===== config.mk =====
export PLATFORM = sky130hd
export DESIGN_NAME = tbr_top
export DESIGN_NICKNAME = d
export VERILOG_FILES = /design/src/logic/tbr_pkg.sv /design/src/logic/tbr_core.sv /design/src/logic/tbr_top.sv
export SDC_FILE = /design/constraint.sdc
export NUM_CORES = 1
export LEC_CHECK = 0
export ABC_AREA = 1
export BUFFER_PORTS_ARGS = -buffer_cell sky130_fd_sc_hd__buf_2
export CAP_MARGIN = 20
export CORE_ASPECT_RATIO = 0.9
export CORE_MARGIN = 5
export CORE_UTILIZATION = 44
export CTS_CLUSTER_SIZE = 8
export DETAILED_ROUTE_END_ITERATION = 10
export PLACE_DENSITY = 0.71
export SKIP_CTS_REPAIR_TIMING = 1
export SYNTH_ARGS = -nofsm -noshare
export SYNTH_HDL_FRONTEND = slang
export SYNTH_SLANG_ARGS = --single-unit
export TNS_END_PERCENT = 5

===== constraint.sdc =====
create_clock -name aclk -period 1.6 [get_ports aclk]
set_input_delay 0.32 -clock aclk [delete_from_list [all_inputs] [get_ports aclk]]
set_output_delay 0.32 -clock aclk [all_outputs]
set_load 0.03 [all_outputs]

===== src/logic/tbr_pkg.sv =====
`default_nettype none

// ----------------------------------------------------------------------
// Shared constants of the bus buffer register
// ----------------------------------------------------------------------
package tbr_pkg;

   // Stored word width and register bus geometry.
   localparam int unsigned TBR_WIDTH      = 4;
   localparam int unsigned TBR_AXI_DATA_W = 32;
   localparam int unsigned TBR_AXI_ADDR_W = 8;
   localparam int unsigned TBR_CNT_W      = 16;

   // Register byte offsets.
   localparam logic [7:0] TBR_OFF_CTRL    = 8'h00;
   localparam logic [7:0] TBR_OFF_CMD     = 8'h04;
   localparam logic [7:0] TBR_OFF_SWDATA  = 8'h08;
   localparam logic [7:0] TBR_OFF_STATUS  = 8'h0c;
   localparam logic [7:0] TBR_OFF_EVENTS  = 8'h10;
   localparam logic [7:0] TBR_OFF_LOADCNT = 8'h14;

   // Field positions.
   localparam int unsigned TBR_CTRL_OUT_DIS_BIT = 0;
   localparam int unsigned TBR_CMD_CLEAR_BIT    = 0;
   localparam int unsigned TBR_CMD_LOAD_BIT     = 1;
   localparam int unsigned TBR_STAT_DRIVE_BIT   = 4;
   localparam int unsigned TBR_STAT_CLRPIN_BIT  = 5;
   localparam int unsigned TBR_EVT_LOAD_BIT     = 0;
   localparam int unsigned TBR_EVT_CLEAR_BIT    = 1;

   // Values after reset.
   localparam logic       TBR_RST_OUT_DIS = 1'h0;
   localparam logic [3:0] TBR_RST_SWDATA  = 4'h0;
   localparam logic [3:0] TBR_RST_STORED  = 4'h0;

   // Bus responses.
   localparam logic [1:0] TBR_RESP_OKAY   = 2'h0;
   localparam logic [1:0] TBR_RESP_SLVERR = 2'h2;

   // Bus channel state machines.
   typedef enum logic {
      TBR_WR_COLLECT,
      TBR_WR_RESP
   } tbr_wr_state_e;

   typedef enum logic {
      TBR_RD_IDLE,
      TBR_RD_RESP
   } tbr_rd_state_e;

endpackage

`default_nettype wire


===== src/logic/tbr_core.sv =====
`timescale 1ns/10ps
`default_nettype none

// ----------------------------------------------------------------------
// Four-bit storage cell with gated load, clear and output control
// ----------------------------------------------------------------------
module tbr_core #(
   parameter int unsigned W = tbr_pkg::TBR_WIDTH
) (
   // Clock and reset
   input  wire logic         aclk,
   input  wire logic         aresetn,
   // Load and clear
   input  wire logic [W-1:0] data,
   input  wire logic         load_a_n,
   input  wire logic         load_b_n,
   input  wire logic         alt_load,
   input  wire logic [W-1:0] alt_data,
   input  wire logic         clear,
   // Output control
   input  wire logic         oc_m_n,
   input  wire logic         oc_n_n,
   // Stored value and pin drive
   output logic     [W-1:0]  stored,
   output logic     [W-1:0]  pin_q,
   output logic     [W-1:0]  pin_oe,
   output logic              driving
);

   generate
      if (W < 1) begin : g_bad_width
         $error("tbr_core width must be at least one");
      end
   endgenerate

   typedef struct packed {
      logic [W-1:0] stored;
      logic         drive;
   } tbr_core_s;

   tbr_core_s st_r;
   tbr_core_s st_nxt;

   // Next state; the output control never reaches the storage path.
   always_comb begin
      st_nxt = st_r;
      if (clear) begin
         st_nxt.stored = '0;
      end else if (!load_a_n && !load_b_n) begin
         st_nxt.stored = data;
      end else if (alt_load) begin
         st_nxt.stored = alt_data;
      end
      st_nxt.drive = !oc_m_n && !oc_n_n;
   end

   // State register.
   always_ff @(posedge aclk) begin
      if (!aresetn) begin
         st_r <= '{stored: W'(tbr_pkg::TBR_RST_STORED), drive: 1'b0};
      end else begin
         st_r <= st_nxt;
      end
   end

   assign stored  = st_r.stored;
   assign pin_q   = st_r.stored;
   assign pin_oe  = {W{st_r.drive}};
   assign driving = st_r.drive;

endmodule

`default_nettype wire


===== src/logic/tbr_top.sv =====
// The register addresses and the AXI4-Lite register port were chosen for this implementation.
`timescale 1ns/10ps
`default_nettype none

// ----------------------------------------------------------------------
// Bus buffer register with register access over AXI4-Lite
// ----------------------------------------------------------------------

// What this block does
// - Holds a four-bit word in flip-flops, one input and three-state output each.
// - Loads inputs at a clock edge only when both load enables are low.
// - Drives stored levels on all outputs only while both output controls are low.
// - Either output control high floats all outputs from the next clock edge on.
// - Loading, holding and clearing continue unchanged while outputs float.
module tbr_top #(
   parameter int unsigned W      = tbr_pkg::TBR_WIDTH,
   parameter int unsigned ADDR_W = tbr_pkg::TBR_AXI_ADDR_W,
   parameter int unsigned DATA_W = tbr_pkg::TBR_AXI_DATA_W,
   parameter int unsigned CNT_W  = tbr_pkg::TBR_CNT_W
) (
   // Clock and reset
   input  wire logic              aclk,
   input  wire logic              aresetn,
   // Write address channel
   input  wire logic [ADDR_W-1:0] s_axi_awaddr,
   input  wire logic [2:0]        s_axi_awprot,
   input  wire logic              s_axi_awvalid,
   output logic                   s_axi_awready,
   // Write data channel
   input  wire logic [DATA_W-1:0] s_axi_wdata,
   input  wire logic [3:0]        s_axi_wstrb,
   input  wire logic              s_axi_wvalid,
   output logic                   s_axi_wready,
   // Write response channel
   output logic     [1:0]         s_axi_bresp,
   output logic                   s_axi_bvalid,
   input  wire logic              s_axi_bready,
   // Read address channel
   input  wire logic [ADDR_W-1:0] s_axi_araddr,
   input  wire logic [2:0]        s_axi_arprot,
   input  wire logic              s_axi_arvalid,
   output logic                   s_axi_arready,
   // Read data channel
   output logic     [DATA_W-1:0]  s_axi_rdata,
   output logic     [1:0]         s_axi_rresp,
   output logic                   s_axi_rvalid,
   input  wire logic              s_axi_rready,
   // Parallel data and load enables
   input  wire logic [W-1:0]      data_in,
   input  wire logic              load_enable_a_n,
   input  wire logic              load_enable_b_n,
   input  wire logic              clear,
   // Output controls
   input  wire logic              output_control_m_n,
   input  wire logic              output_control_n_n,
   // Three-state bus outputs
   output logic     [W-1:0]       q_out,
   output logic     [W-1:0]       q_oe
);

   // ----------------------------------------------------------------------
   // Parameter checks
   // ----------------------------------------------------------------------
   generate
      if (DATA_W != 32) begin : g_bad_data
         $error("tbr_top supports 32-bit bus data only");
      end
      if (ADDR_W < 5 || ADDR_W > 8) begin : g_bad_addr
         $error("tbr_top address width must lie between 5 and 8");
      end
      if (W < 1 || W > 4) begin : g_bad_width
         $error("tbr_top word width must lie between 1 and 4");
      end
      if (CNT_W < 1 || CNT_W > 32) begin : g_bad_cnt
         $error("tbr_top counter width must lie between 1 and 32");
      end
   endgenerate

   // ----------------------------------------------------------------------
   // State
   // ----------------------------------------------------------------------
   typedef struct packed {
      tbr_pkg::tbr_wr_state_e wr_st;
      logic                   aw_have;
      logic                   w_have;
      logic [ADDR_W-1:0]      awaddr;
      logic [DATA_W-1:0]      wdata;
      logic [3:0]             wstrb;
      logic                   awready;
      logic                   wready;
      logic                   bvalid;
      logic [1:0]             bresp;
      tbr_pkg::tbr_rd_state_e rd_st;
      logic                   arready;
      logic                   rvalid;
      logic [1:0]             rresp;
      logic [DATA_W-1:0]      rdata;
      logic                   out_dis;
      logic [W-1:0]           sw_data;
      logic                   sw_clear;
      logic                   sw_load;
      logic                   ev_load;
      logic                   ev_clear;
      logic [CNT_W-1:0]       load_cnt;
   } tbr_top_s;

   tbr_top_s st_r;
   tbr_top_s st_nxt;

   logic [W-1:0] core_stored;
   logic         core_driving;
   logic         clear_any;
   logic         pin_load;
   logic         load_evt;

   // ----------------------------------------------------------------------
   // Functions
   // ----------------------------------------------------------------------

   // True for an offset that holds a register.
   function automatic logic tbr_mapped(input logic [ADDR_W-1:0] addr);
      logic [7:0] a;
      a = 8'(addr);
      tbr_mapped = (a == tbr_pkg::TBR_OFF_CTRL)   || (a == tbr_pkg::TBR_OFF_CMD)    ||
                   (a == tbr_pkg::TBR_OFF_SWDATA) || (a == tbr_pkg::TBR_OFF_STATUS) ||
                   (a == tbr_pkg::TBR_OFF_EVENTS) || (a == tbr_pkg::TBR_OFF_LOADCNT);
   endfunction

   // Register offset with the bus address zero-extended to a byte.
   function automatic logic [7:0] tbr_off(input logic [ADDR_W-1:0] addr);
      tbr_off = 8'(addr);
   endfunction

   // ----------------------------------------------------------------------
   // Storage cell
   // ----------------------------------------------------------------------

   // Software clear joins the pin clear; both share the one priority path.
   assign clear_any = clear || st_r.sw_clear;
   assign pin_load  = !load_enable_a_n && !load_enable_b_n;
   assign load_evt  = !clear_any && (pin_load || st_r.sw_load);

   tbr_core #(
      .W (W)
   ) u_core (
      .aclk     (aclk),
      .aresetn  (aresetn),
      .data     (data_in),
      .load_a_n (load_enable_a_n),
      .load_b_n (load_enable_b_n),
      .alt_load (st_r.sw_load),
      .alt_data (st_r.sw_data),
      .clear    (clear_any),
      .oc_m_n   (output_control_m_n || st_r.out_dis),
      .oc_n_n   (output_control_n_n),
      .stored   (core_stored),
      .pin_q    (q_out),
      .pin_oe   (q_oe),
      .driving  (core_driving)
   );

   // ----------------------------------------------------------------------
   // Next state
   // ----------------------------------------------------------------------
   always_comb begin
      logic              aw_h;
      logic              w_h;
      logic [ADDR_W-1:0] waddr;
      logic [DATA_W-1:0] wdat;
      logic [3:0]        wstb;
      logic [7:0]        roff;
      logic              ev_load_clr;
      logic              ev_clear_clr;
      aw_h         = st_r.aw_have;
      w_h          = st_r.w_have;
      waddr        = st_r.awaddr;
      wdat         = st_r.wdata;
      wstb         = st_r.wstrb;
      roff         = tbr_off(s_axi_araddr);
      ev_load_clr  = 1'b0;
      ev_clear_clr = 1'b0;
      st_nxt       = st_r;

      // Command bits are single-cycle strobes.
      st_nxt.sw_clear = 1'b0;
      st_nxt.sw_load  = 1'b0;

      // Write channel: address and data are taken in either order.
      case (st_r.wr_st)
         tbr_pkg::TBR_WR_COLLECT: begin
            if (s_axi_awvalid && st_r.awready) begin
               aw_h  = 1'b1;
               waddr = s_axi_awaddr;
            end
            if (s_axi_wvalid && st_r.wready) begin
               w_h  = 1'b1;
               wdat = s_axi_wdata;
               wstb = s_axi_wstrb;
            end
            st_nxt.aw_have = aw_h;
            st_nxt.w_have  = w_h;
            st_nxt.awaddr  = waddr;
            st_nxt.wdata   = wdat;
            st_nxt.wstrb   = wstb;
            if (aw_h && w_h) begin
               st_nxt.wr_st  = tbr_pkg::TBR_WR_RESP;
               st_nxt.bvalid = 1'b1;
               st_nxt.bresp  = tbr_mapped(waddr) ? tbr_pkg::TBR_RESP_OKAY
                                                 : tbr_pkg::TBR_RESP_SLVERR;
               // Only the low byte carries fields; without its strobe nothing moves.
               if (wstb[0]) begin
                  if (tbr_off(waddr) == tbr_pkg::TBR_OFF_CTRL) begin
                     st_nxt.out_dis = wdat[tbr_pkg::TBR_CTRL_OUT_DIS_BIT];
                  end else if (tbr_off(waddr) == tbr_pkg::TBR_OFF_CMD) begin
                     st_nxt.sw_clear = wdat[tbr_pkg::TBR_CMD_CLEAR_BIT];
                     st_nxt.sw_load  = wdat[tbr_pkg::TBR_CMD_LOAD_BIT];
                  end else if (tbr_off(waddr) == tbr_pkg::TBR_OFF_SWDATA) begin
                     st_nxt.sw_data = wdat[W-1:0];
                  end else if (tbr_off(waddr) == tbr_pkg::TBR_OFF_EVENTS) begin
                     ev_load_clr  = wdat[tbr_pkg::TBR_EVT_LOAD_BIT];
                     ev_clear_clr = wdat[tbr_pkg::TBR_EVT_CLEAR_BIT];
                  end
               end
            end
         end
         tbr_pkg::TBR_WR_RESP: begin
            if (s_axi_bready) begin
               st_nxt.wr_st   = tbr_pkg::TBR_WR_COLLECT;
               st_nxt.bvalid  = 1'b0;
               st_nxt.aw_have = 1'b0;
               st_nxt.w_have  = 1'b0;
            end
         end
         default: begin
            st_nxt.wr_st = tbr_pkg::TBR_WR_COLLECT;
         end
      endcase

      // Ready only while the matching half is still missing.
      st_nxt.awready = (st_nxt.wr_st == tbr_pkg::TBR_WR_COLLECT) && !st_nxt.aw_have;
      st_nxt.wready  = (st_nxt.wr_st == tbr_pkg::TBR_WR_COLLECT) && !st_nxt.w_have;

      // Read channel: data are sampled at the edge that takes the address.
      case (st_r.rd_st)
         tbr_pkg::TBR_RD_IDLE: begin
            if (s_axi_arvalid && st_r.arready) begin
               st_nxt.rd_st  = tbr_pkg::TBR_RD_RESP;
               st_nxt.rvalid = 1'b1;
               st_nxt.rresp  = tbr_mapped(s_axi_araddr) ? tbr_pkg::TBR_RESP_OKAY
                                                        : tbr_pkg::TBR_RESP_SLVERR;
               st_nxt.rdata  = '0;
               if (roff == tbr_pkg::TBR_OFF_CTRL) begin
                  st_nxt.rdata[tbr_pkg::TBR_CTRL_OUT_DIS_BIT] = st_r.out_dis;
               end else if (roff == tbr_pkg::TBR_OFF_SWDATA) begin
                  st_nxt.rdata[W-1:0] = st_r.sw_data;
               end else if (roff == tbr_pkg::TBR_OFF_STATUS) begin
                  st_nxt.rdata[W-1:0]                         = core_stored;
                  st_nxt.rdata[tbr_pkg::TBR_STAT_DRIVE_BIT]  = core_driving;
                  st_nxt.rdata[tbr_pkg::TBR_STAT_CLRPIN_BIT] = clear;
               end else if (roff == tbr_pkg::TBR_OFF_EVENTS) begin
                  st_nxt.rdata[tbr_pkg::TBR_EVT_LOAD_BIT]  = st_r.ev_load;
                  st_nxt.rdata[tbr_pkg::TBR_EVT_CLEAR_BIT] = st_r.ev_clear;
               end else if (roff == tbr_pkg::TBR_OFF_LOADCNT) begin
                  st_nxt.rdata[CNT_W-1:0] = st_r.load_cnt;
               end
            end
         end
         tbr_pkg::TBR_RD_RESP: begin
            if (s_axi_rready) begin
               st_nxt.rd_st  = tbr_pkg::TBR_RD_IDLE;
               st_nxt.rvalid = 1'b0;
            end
         end
         default: begin
            st_nxt.rd_st = tbr_pkg::TBR_RD_IDLE;
         end
      endcase
      st_nxt.arready = (st_nxt.rd_st == tbr_pkg::TBR_RD_IDLE);

      // Sticky events; a new event in the clearing cycle survives the clear.
      st_nxt.ev_load  = (st_r.ev_load && !ev_load_clr) || load_evt;
      st_nxt.ev_clear = (st_r.ev_clear && !ev_clear_clr) || clear_any;

      // The count wraps; software reads differences, so wrap costs nothing.
      if (load_evt) begin
         st_nxt.load_cnt = st_r.load_cnt + CNT_W'(1);
      end
   end

   // ----------------------------------------------------------------------
   // State register
   // ----------------------------------------------------------------------
   always_ff @(posedge aclk) begin
      if (!aresetn) begin
         st_r          <= '0;
         st_r.wr_st    <= tbr_pkg::TBR_WR_COLLECT;
         st_r.rd_st    <= tbr_pkg::TBR_RD_IDLE;
         st_r.out_dis  <= tbr_pkg::TBR_RST_OUT_DIS;
         st_r.sw_data  <= W'(tbr_pkg::TBR_RST_SWDATA);
         st_r.bresp    <= tbr_pkg::TBR_RESP_OKAY;
         st_r.rresp    <= tbr_pkg::TBR_RESP_OKAY;
      end else begin
         st_r <= st_nxt;
      end
   end

   // ----------------------------------------------------------------------
   // Bus outputs
   // ----------------------------------------------------------------------

   // Every bus output is a field of the state register.
   assign s_axi_awready = st_r.awready;
   assign s_axi_wready  = st_r.wready;
   assign s_axi_bvalid  = st_r.bvalid;
   assign s_axi_bresp   = st_r.bresp;
   assign s_axi_arready = st_r.arready;
   assign s_axi_rvalid  = st_r.rvalid;
   assign s_axi_rresp   = st_r.rresp;
   assign s_axi_rdata   = st_r.rdata;

endmodule

`default_nettype wire


# Word-level counts from Yosys, hierarchy flattened

Index checks and enable logic that the tools add are counted.

Latch bits: 0
Input port bits: 74
Output and inout port bits: 49
Logic and storage cells: 150
Memory bits (writable): 0
Register bits: 72
Memories: 0
Memory bits (read-only): 0

Add/sub/neg operators: 1
$mul: 0
Bitwise operators: 9
$lt $le $gt $ge: 0
Shifts and indexed selects: 0
Muxes and demuxes: 56
Reductions and logical operators: 46
Div/mod/pow operators: 0
Equality and inequality tests: 14

Operators by type and width:

| operator              | number |
|---|---|
| $mux 16               | 7 |
| $mux 14               | 3 |
| $mux 35               | 1 |
| $eq 8x4->1 const B    | 4 |
| $eq 8x5->1 const B    | 4 |
| $mux 1                | 26 |
| $add 16x1->16 const B | 1 |
| $eq 8x3->1 const B    | 2 |
| $logic_not 8->1       | 2 |
| $mux 4                | 4 |
| $mux 8                | 2 |
| $logic_or 1x1->1      | 15 |
| $mux 15               | 1 |
| $mux 12               | 1 |
| $logic_and 1x1->1     | 11 |
| $mux 10               | 1 |
| $logic_not 1->1       | 9 |
| $not 1->1             | 9 |
| $ne 2x2->1 const B    | 4 |
| $reduce_and 2->1      | 4 |
| $mux 2                | 3 |
| $mux 3                | 2 |
| $mux 6                | 1 |
| $pmux 1 s2            | 3 |
| 6 further kinds       | 6 |

# Depth between registers and ports, before layout

Gate-level depths: netlist of run 1.

Word-level depth: 16
Depth in mapped cells: 12
Gate-level depth less buffers: 11

# Modules after synthesis

Synthesis of run 1 repeated with hierarchy kept, for this count alone.

Cells, all modules: 566
Area, all modules: 3799.9 µm²

Modules (own cells, without submodules):

| module   | cells an instance | seq. area each (µm²) | times used | area an instance (µm²) |
|---|---|---|---|---|
| tbr_top  | 517               | 1301.2               | 1          | 3483.3 |
| tbr_core | 49                | 100.1                | 1          | 316.6 |

# Least setup slack after synthesis of run 1

No wires, ideal clock.

Path type: register to register
From: reg st_r (netlist bit s_axi_awready)
To: reg st_r[16] (netlist bit)
Data required time: 1.469 ns
Path buffers: 1
Period minus slack after synthesis: 1.622 ns
Setup time: 0.131 ns
Arrival: 1.491 ns
Stages on the path, launching flop included: 11
Path slack: -0.022 ns
Cells stage by stage: dfxtp_1 nand2_2 buf_8 nand2_2 nand2_2 nor2_4 nand2_2 nor3_1 nand2_1 nand2_1 a21oi_2

Longest elaborated chain between the ends: 14
Elaborated cells on any way between the ends: 20
Those cells by class: 3 x eq/ne; 11 x mux; 6 x reduce/logical

Ends and longest elaborated chain:

| element                | line           | source |
|---|---|---|
| start, declared        | tbr_top.sv:107 | `tbr_top_s st_r;` |
| start signal, assigned | tbr_top.sv:303 | `st_r <= st_nxt;` |
| $logic_and 1x1->1 *    | tbr_top.sv:191 | `if (s_axi_awvalid && st_r.awready) begin` |
| $mux 8                 | tbr_top.sv:191 |  |
| $mux 8                 | tbr_top.sv:189 | `case (st_r.wr_st)` |
| $eq 8x5->1             | tbr_top.sv:219 | `end else if (tbr_off(waddr) == tbr_pkg::TBR_OFF_EVENTS) begin` |
| $mux 1                 | tbr_top.sv:219 |  |
| $mux 1                 | tbr_top.sv:217 | `end else if (tbr_off(waddr) == tbr_pkg::TBR_OFF_SWDATA) begin` |
| $mux 1                 | tbr_top.sv:214 | `end else if (tbr_off(waddr) == tbr_pkg::TBR_OFF_CMD) begin` |
| $mux 1                 | tbr_top.sv:212 | `if (tbr_off(waddr) == tbr_pkg::TBR_OFF_CTRL) begin` |
| $mux 1                 | tbr_top.sv:211 | `if (wstb[0]) begin` |
| $mux 1 *               | tbr_top.sv:205 | `if (aw_h && w_h) begin` |
| $mux 1 *               | tbr_top.sv:189 |  |
| $logic_not 1->1 *      | tbr_top.sv:282 | `st_nxt.ev_clear = (st_r.ev_clear && !ev_clear_clr) \|\| clear_any;` |
| $logic_and 1x1->1 *    | tbr_top.sv:282 |  |
| $logic_or 1x1->1 *     | tbr_top.sv:282 |  |

Mark *: on every way between the ends. The rest lies on a longest branch, timed or not. The select of a mux whose other input is x is not followed.
A chain may end at the register's enable or synchronous reset.

# Final worst setup path of run 1

From: reg st_r (netlist bit s_axi_awready)
To: reg st_r[24] (netlist bit)

Longest elaborated chain between the ends: 5
Elaborated cells on any way between the ends: 8
Those cells by class: 4 x mux; 4 x reduce/logical

Ends and longest elaborated chain:

| element                                                     | line |
|---|---|
| $logic_and 1x1->1 *                                         | tbr_top.sv:191 |
| $mux 8 / $mux 1 (equally long branches)                     | tbr_top.sv:191 |
| $mux 8 / $mux 1 (equally long branches)                     | tbr_top.sv:189 |
| $logic_not 8->1 / $logic_and 1x1->1 (equally long branches) | tbr_top.sv:212, tbr_top.sv:205 |
| $reduce_and 4->1 (no line) *                                | - |

Marked as above.

==> impl_results.md, run 1 <==
- Layout cells sized above 1: 0.243
- Root buffer cell: clkbuf_8
- Arr. time, crit path: 1.74 ns
- HPWL after detailed placement: around 6500 µm
- RSZ-0062 raised after global routing: yes
- CTS tree: built
- Vias/cell: 4.66
- Initial antenna violation count: 0
- Synth top area share: 0.367
- Ant. Diodes: 0
- DRC: 0
- Synth Warn #: 0
- Register area share after synthesis: 0.367
- Max Freq: between 600 and 700 MHz
- Netlist cell types: 41
- Peak supply drop: between 0.0005 and 0.0006 V
- FILL cells: between 800 and 900
- Clock buffer depth: 2
- Seq cells post-synth: 70
- CP Launch Type: flip-flop
- Critical path class: flip-flop to flip-flop
- Hold Vio Cnt, Final: 0
- Max Slew Vio Count: 0
- Vias in the first global route: 3,161
- Worst Path Required: 1.83 ns
- Setup Skew: between 0.008 and 0.009 ns
- Antenna Nets Post-Route: 0
- Syn-to-layout area delta: 15.0%
- Syn Area/Cell: 6.95 µm²
- Post-synth ARST share: 0
- DRT Wirelength: 8540 µm
- Area of the multi-input gates: 1790 µm²
- Seq. cell area: between 1000 and 1500 µm²
- Largest net degree at the start of global routing: 35
- Inserted Clock Buffers: 9
- Prevailing post-synth register cell: dfxtp_1
- DR iter-0 viols: 140
- CP endpoint kind: flip-flop
- FP Rows: 32
- DRT Pass-1 Iters: 4
- Count leader, synth: nand2_1
- DIE WIDTH: approximately 110 µm
- Synth Instances: 549
- Max Cap Viol: 0
- PD cells: about 1000 nW/µm²
- Largest cells by area after synthesis: dfxtp_1 37%, nand2_1 10%, buf_4 8.1%, inv_1 7.5%, a21oi_1 5.9%
- Run status: completed
- Die Height: 98.4 µm
- Global-route wire length before repair: 13,900 µm
- Final setup violation count: 0
- Final Cycle Share: 0.945
- NumNets Final: between 600 and 700
- Die ar.: 10,600 µm²
- Post-synth design cell area: 3820 µm²
- # port buffers: 67
- Clk slew on worst S/H paths: 0.07 ns
- Hold Slack: 0.128 ns
- EDFF count, synth: 0
- Total track usage: 0.162
- CTS Sinks: 70
- Setup TNS: 0 ns
- GP Congestion: 0.907
- Final min period: between 1.5 and 2 ns
- Leak: 0.00214 µW
- I/O pins: 123
- Starting Density: 0.447
- Clk Latency, worst-skew pair: 0.34 ns
- Post-synth top cells: 105 x nand2_1, 76 x inv_1, 70 x dfxtp_1, 47 x nor2_1, 45 x a21oi_1
- Grt ovf: 0
- Core area: 8530 µm²
- H-tree depth: 3
- Type of the most critical hold path: input port to flip-flop
- Cell taking the most area after synthesis: dfxtp_1
- Average wire per standard cell: 11.5 µm
- Crit path max fanout: 7
- Vias: 3,445
-- cell families (layout without fill, tap and decap cells) --
| group | after synthesis | in the layout | synth area share |
|---|---|---|---|
| adder cells (fa/ha/maj) | 1 | 1 | 0.00328 |
| other | 1 | 18 | 0.000983 |
| multiplexers | 1 | 1 | 0.00262 |
| AND/OR/NAND/NOR | 228 | 228 | 0.285 |
| XOR/XNOR | 3 | 3 | 0.00689 |
| flip-flops | 70 | 70 | 0.367 |
| AO/OA/AOI/OAI | 107 | 107 | 0.150 |
| buffers and inverters | 138 | 193 | 0.184 |
-- power breakdown --
| part | leakage [µW] | total, µW | switching, µW | internal [µW] |
|---|---|---|---|---|
| clock | 0.0000952 | 1400 | 648 | 750 |
| combinational | 0.00148 | 1080 | 702 | 381 |
| sequential | 0.000570 | 1910 | 56.8 | 1850 |
| total | 0.00214 | 4390 | 1410 | 2980 |
-- layout by cell type (no fill, tap or decap), drive strengths merged --
master	count
mux2i	1
a31oi	4
and3	1
clkinv	3
nand3	28
nand2	126
nor2	53
o31ai	1
nor3b	1
clkinvlp	1
nor3	8
nand4	7
xor2	1
o21ai	45
clkbuf	11
bufinv	1
dfxtp	70
a211oi	1
inv	82
nor4	1
xnor2	2
buf	95
o21a	2
conb	18
o21bai	1
ha	1
a21oi	46
o211ai	7
nand3b	3
-- per-layer routing --
metal,up-vias,track usage,part of all wire
li1,1825,-,-
met1,1499,0.220,0.49
met2,106,0.247,0.43
met3,15,0.0377,0.064
met4,0,0.0660,0.021
met5,-,0,0
-- registers in the layout (all words and copies together), names as in the netlist --
register / flops
u_core.driving: 1
s_axi_bresp: 1
s_axi_bvalid: 1
st_r: 42
s_axi_rdata: 16
s_axi_arready: 1
u_core.pin_q: 4
s_axi_awready: 1
s_axi_wready: 1
s_axi_rvalid: 1
s_axi_rresp: 1
-- path summary, 6_finish.rpt --
check	startpoint	end	slack [ns]	depth (start not counted)
max reg2reg	s_axi_awready$_SDFF_PN0_	st_r[24]$_SDFFE_PN0P_	0.09	9
max	s_axi_awready$_SDFF_PN0_	st_r[24]$_SDFFE_PN0P_	0.09	9
min reg2reg	st_r[61]$_SDFF_PN0_	s_axi_rvalid$_SDFFE_PN0P_	0.44	1
min	output_control_n_n	u_core.driving$_SDFF_PN0_	0.13	2
-- stage by stage --
stage | instances | util | total power, µW | worst slack, ns | cell area (µm²)
finish | 740 | 0.515 | 4390 | 0.0873 | 4390
global route | 740 | 0.515 | 4640 | -0.0221 | 4390
CTS | 740 | 0.513 | 4430 | 0.0735 | 4380
detailed placement | 725 | 0.491 | 3030 | -0.0127 | 4190
global placement | 725 | 0.491 | 3000 | 0.0350 | 4190
floorplan | 566 | - | 2800 | 0.0139 | 3880
-- critical path, stage by stage (launching register included) --
cell and delay, ns:
dfxtp_2 0.34, nand2_2 0.10, buf_4 0.18, nand2_2 0.05, nand2_1 0.09, nor2_4 0.17, nand2_2 0.08, nand3b_1 0.20
o21ai_1 0.16, a21oi_1 0.05
-- area by class of cell --
| class | instances | area share |
|---|---|---|
| clock inverter | 4 | 0.0108 |
| timing repair buffer | 95 | 0.124 |
| sequential | 70 | 0.320 |
| clock buffer | 11 | 0.0322 |
| tap | 119 | 0.0339 |
| multi-input combinational | 358 | 0.408 |
| inverter | 83 | 0.0710 |
(Power assumes the default switching activity.)
==> run 2, diff against run 1 <==
CORE_ASPECT_RATIO = default   (was 0.9)
==> run 2 against run 1 <==
Maximum frequency grew 1.5%. Clock-buffer cell count is 2 lower. Sequential share of layout area shrank 0.10 points. Sequential cell count stayed put. Hold slack gained 0.020 ns. Critical path depth increased by 1. Routed wire length decreased by 1.3%. Total power grew 0.81%. Clock power grew 4%. Setup slack improved by 0.022 ns. Final area up 0.31%. Register-to-register slack improved by 0.02 ns. Critical path type unchanged. Critical endpoint is now st_r[16]$_SDFF_PN0_. Largest cell class unchanged.
==> impl_results.md, run 2 (synthesis gave the netlist of run 1 again) <==
- Final core utilization: 0.512 (-0.00229)
- Largest stage delay, worst path: 0.37 ns (+0.03 ns)
- Peak supply drop: 0.000555 V (+1.1%)
- DR iter-0 viols: 89 (-36%)
- Commonest non-fill, non-tap cells in the layout: 104 x nand2_1, 75 x inv_1, 69 x dfxtp_1
- Non-Filler Instances: 731 (-1.2%)
- Fin worst setup slack: 0.109 ns (+0.0219 ns)
- Global-route wire length before repair: 13,700 µm (-1.5%)
- Area of the multi-input gates: 1790 µm² (-0.28%)
- Die Height: 103 µm (+4.9%)
- Internal Power: 2940 µW (-1.3%)
- Top reg by flops: st_r
- Inserted Clock Buffers: 9 (unchanged)
- CTS Sinks: 70 (unchanged)
- GP Congestion: 0.863 (-4.9%)
- # port buffers: 67 (unchanged)
- Clk pwr share: 0.329 (+0.011)
- Initial antenna violation count: 0 (unchanged)
- Final min period: 1.49 ns (-0.0219 ns)
- Root buffer cell: clkbuf_8
- Syn-to-layout area delta: 15.3%
- RSZ-0062 raised after global routing: no
- Register share of total power: 0.432 (-0.003)
- Final setup violation count: 0 (unchanged)
- Max Cap Viol: 0 (unchanged)
- HPWL after detailed placement: 6530 µm (-0.25%)
- CP Cell Sequence: nand2_4, buf_12, nand2_4, nand2_4, nor2_1, nand2_2, nor3_1, nand2_1, nand2_1, a21oi_2
- FILL cells: 866 (+3.7%)
- Clk Latency, worst-skew pair: 0.35 ns (about the same)
- DRT Wirelength: 8430 µm (-1.3%)
- CP endpoint kind: flip-flop
- Starting Density: 0.444 (-0.00339)
- Buf+Inv Stages, Crit Path: 1 (unchanged)
- Critical path class: flip-flop to flip-flop
- Type of the most critical hold path: input port to flip-flop
- CP most frequent cell: nand2_4
- Critical path's top delay family: simple AND/OR/NAND/NOR gates
- Crit path max fanout: 11 (+4)
- Die ar.: 10,600 µm² (about the same)
- Arr. time, crit path: 1.72 ns (-0.02 ns)
- Total track usage: 0.163 (+0.000448)
- Leak: 0.00215 µW (+0.43%)
- Pre-CTS setup slack: -0.0514 ns (-0.0387 ns)
- FP Rows: 34 (+6.3%)
- Hold Slack: 0.148 ns (+0.0196 ns)
- Antenna Nets Post-Route: 0 (unchanged)
- Final Cycle Share: 0.932 (-0.0137)
- Max Freq: 671 MHz (+1.5%)
- PD cells: 1010 nW/µm² (+0.49%)
- Setup Skew: 0.00725 ns (-0.00172 ns)
- Worst Path Required: 1.83 ns (about the same)
- Ant. Diodes: 0 (unchanged)
- Commonest non-fill, non-tap cell in the layout: nand2_1
- Average wire per standard cell: 11.5 µm (about the same)
- Combinational share of power: 0.239 (-0.008)
- H-tree depth: 3 (unchanged)
- CTS tree: built
- Seq. cell area: 1400 µm² (unchanged)
- Vias/cell: 4.75 (+2.0%)
- DIE WIDTH: 103 µm (-4.7%)
- Clock buffer depth: 2 (unchanged)
- Critical Path Slowest Stage Cell: dfxtp_2
- NumNets Final: 693 (+0.14%)
- Setup TNS: 0 ns (unchanged)
- Vias in the first global route: 3,187 (+0.82%)
- NetSw: 1480 µW (+5.3%)
- Max Slew Vio Count: 0 (unchanged)
- Clk slew on worst S/H paths: 0.08 ns (about the same)
- Sw Share: 0.335 (+0.0144)
- Core area: 8590 µm² (+0.76%)
- DRT Pass-1 Iters: 4 (unchanged)
- Grt ovf: 0 (unchanged)
- I/O pins: 123 (unchanged)
- CP Launch Type: flip-flop
- Hold Vio Cnt, Final: 0 (unchanged)
- Largest register FFs: 42 (unchanged)
- Largest net degree at the start of global routing: 35 (unchanged)
- Layout cells sized above 1: 0.244 (+0.000825)
- Placed cell count: 715 (-1.4%)
- Vias: 3,471 (+0.75%)
- Run status: completed
- DRC: 0 (unchanged)
[run 2: path summary, 6_finish.rpt]
path	slack (ns)	end	startpoint	cells after the start
hold reg to reg	0.44	u_core.driving$_SDFF_PN0_	st_r[24]$_SDFFE_PN0P_	1
setup reg to reg	0.11	st_r[16]$_SDFF_PN0_	s_axi_awready$_SDFF_PN0_	10
setup / recovery	0.11	st_r[16]$_SDFF_PN0_	s_axi_awready$_SDFF_PN0_	10
hold / removal	0.15	u_core.driving$_SDFF_PN0_	output_control_n_n	2
[run 2: through the flow]
stage,area [µm²],total power [µW]
2_1_floorplan,3880,2800
3_3_place_gp,4190,2980
3_5_place_dp,4190,3000
4_1_cts,4390,4460
5_1_grt,4400,4650
6_report,4400,4430
[run 2: routing by layer]
metal	track usage	part of all wire
met5	0	0
met4	0.0598	0.0070
met3	0.0365	0.065
met2	0.280	0.48
met1	0.198	0.45
[run 2: power by group through the flow]
stage | logic [µW] | registers [µW] | clock network (µW)
global route | 1180 | 1930 | 1550
finish | 1060 | 1910 | 1460
detailed placement | 1050 | 1950 | 0
global placement | 1030 | 1950 | 0
floorplan | 822 | 1980 | 0
CTS | 1060 | 1910 | 1490
[run 2: final cells by class]
class / count / area share
clock inverters: 7 / 0.0168
well taps: 108 / 0.0307
multi-input cells: 358 / 0.406
inverters: 83 / 0.0708
flip-flops and latches: 70 / 0.319
clock buffers: 9 / 0.0281
repair buffers: 96 / 0.129
[run 2: worst register-to-register path, cell delays in order (launching register included)]
cell     delay, ns
dfxtp_2       0.37
nand2_4       0.12
buf_12        0.15
nand2_4       0.05
nand2_4       0.06
nor2_1        0.13
nand2_2       0.07
nor3_1        0.19
nand2_1       0.08
nand2_1       0.09
a21oi_2       0.05
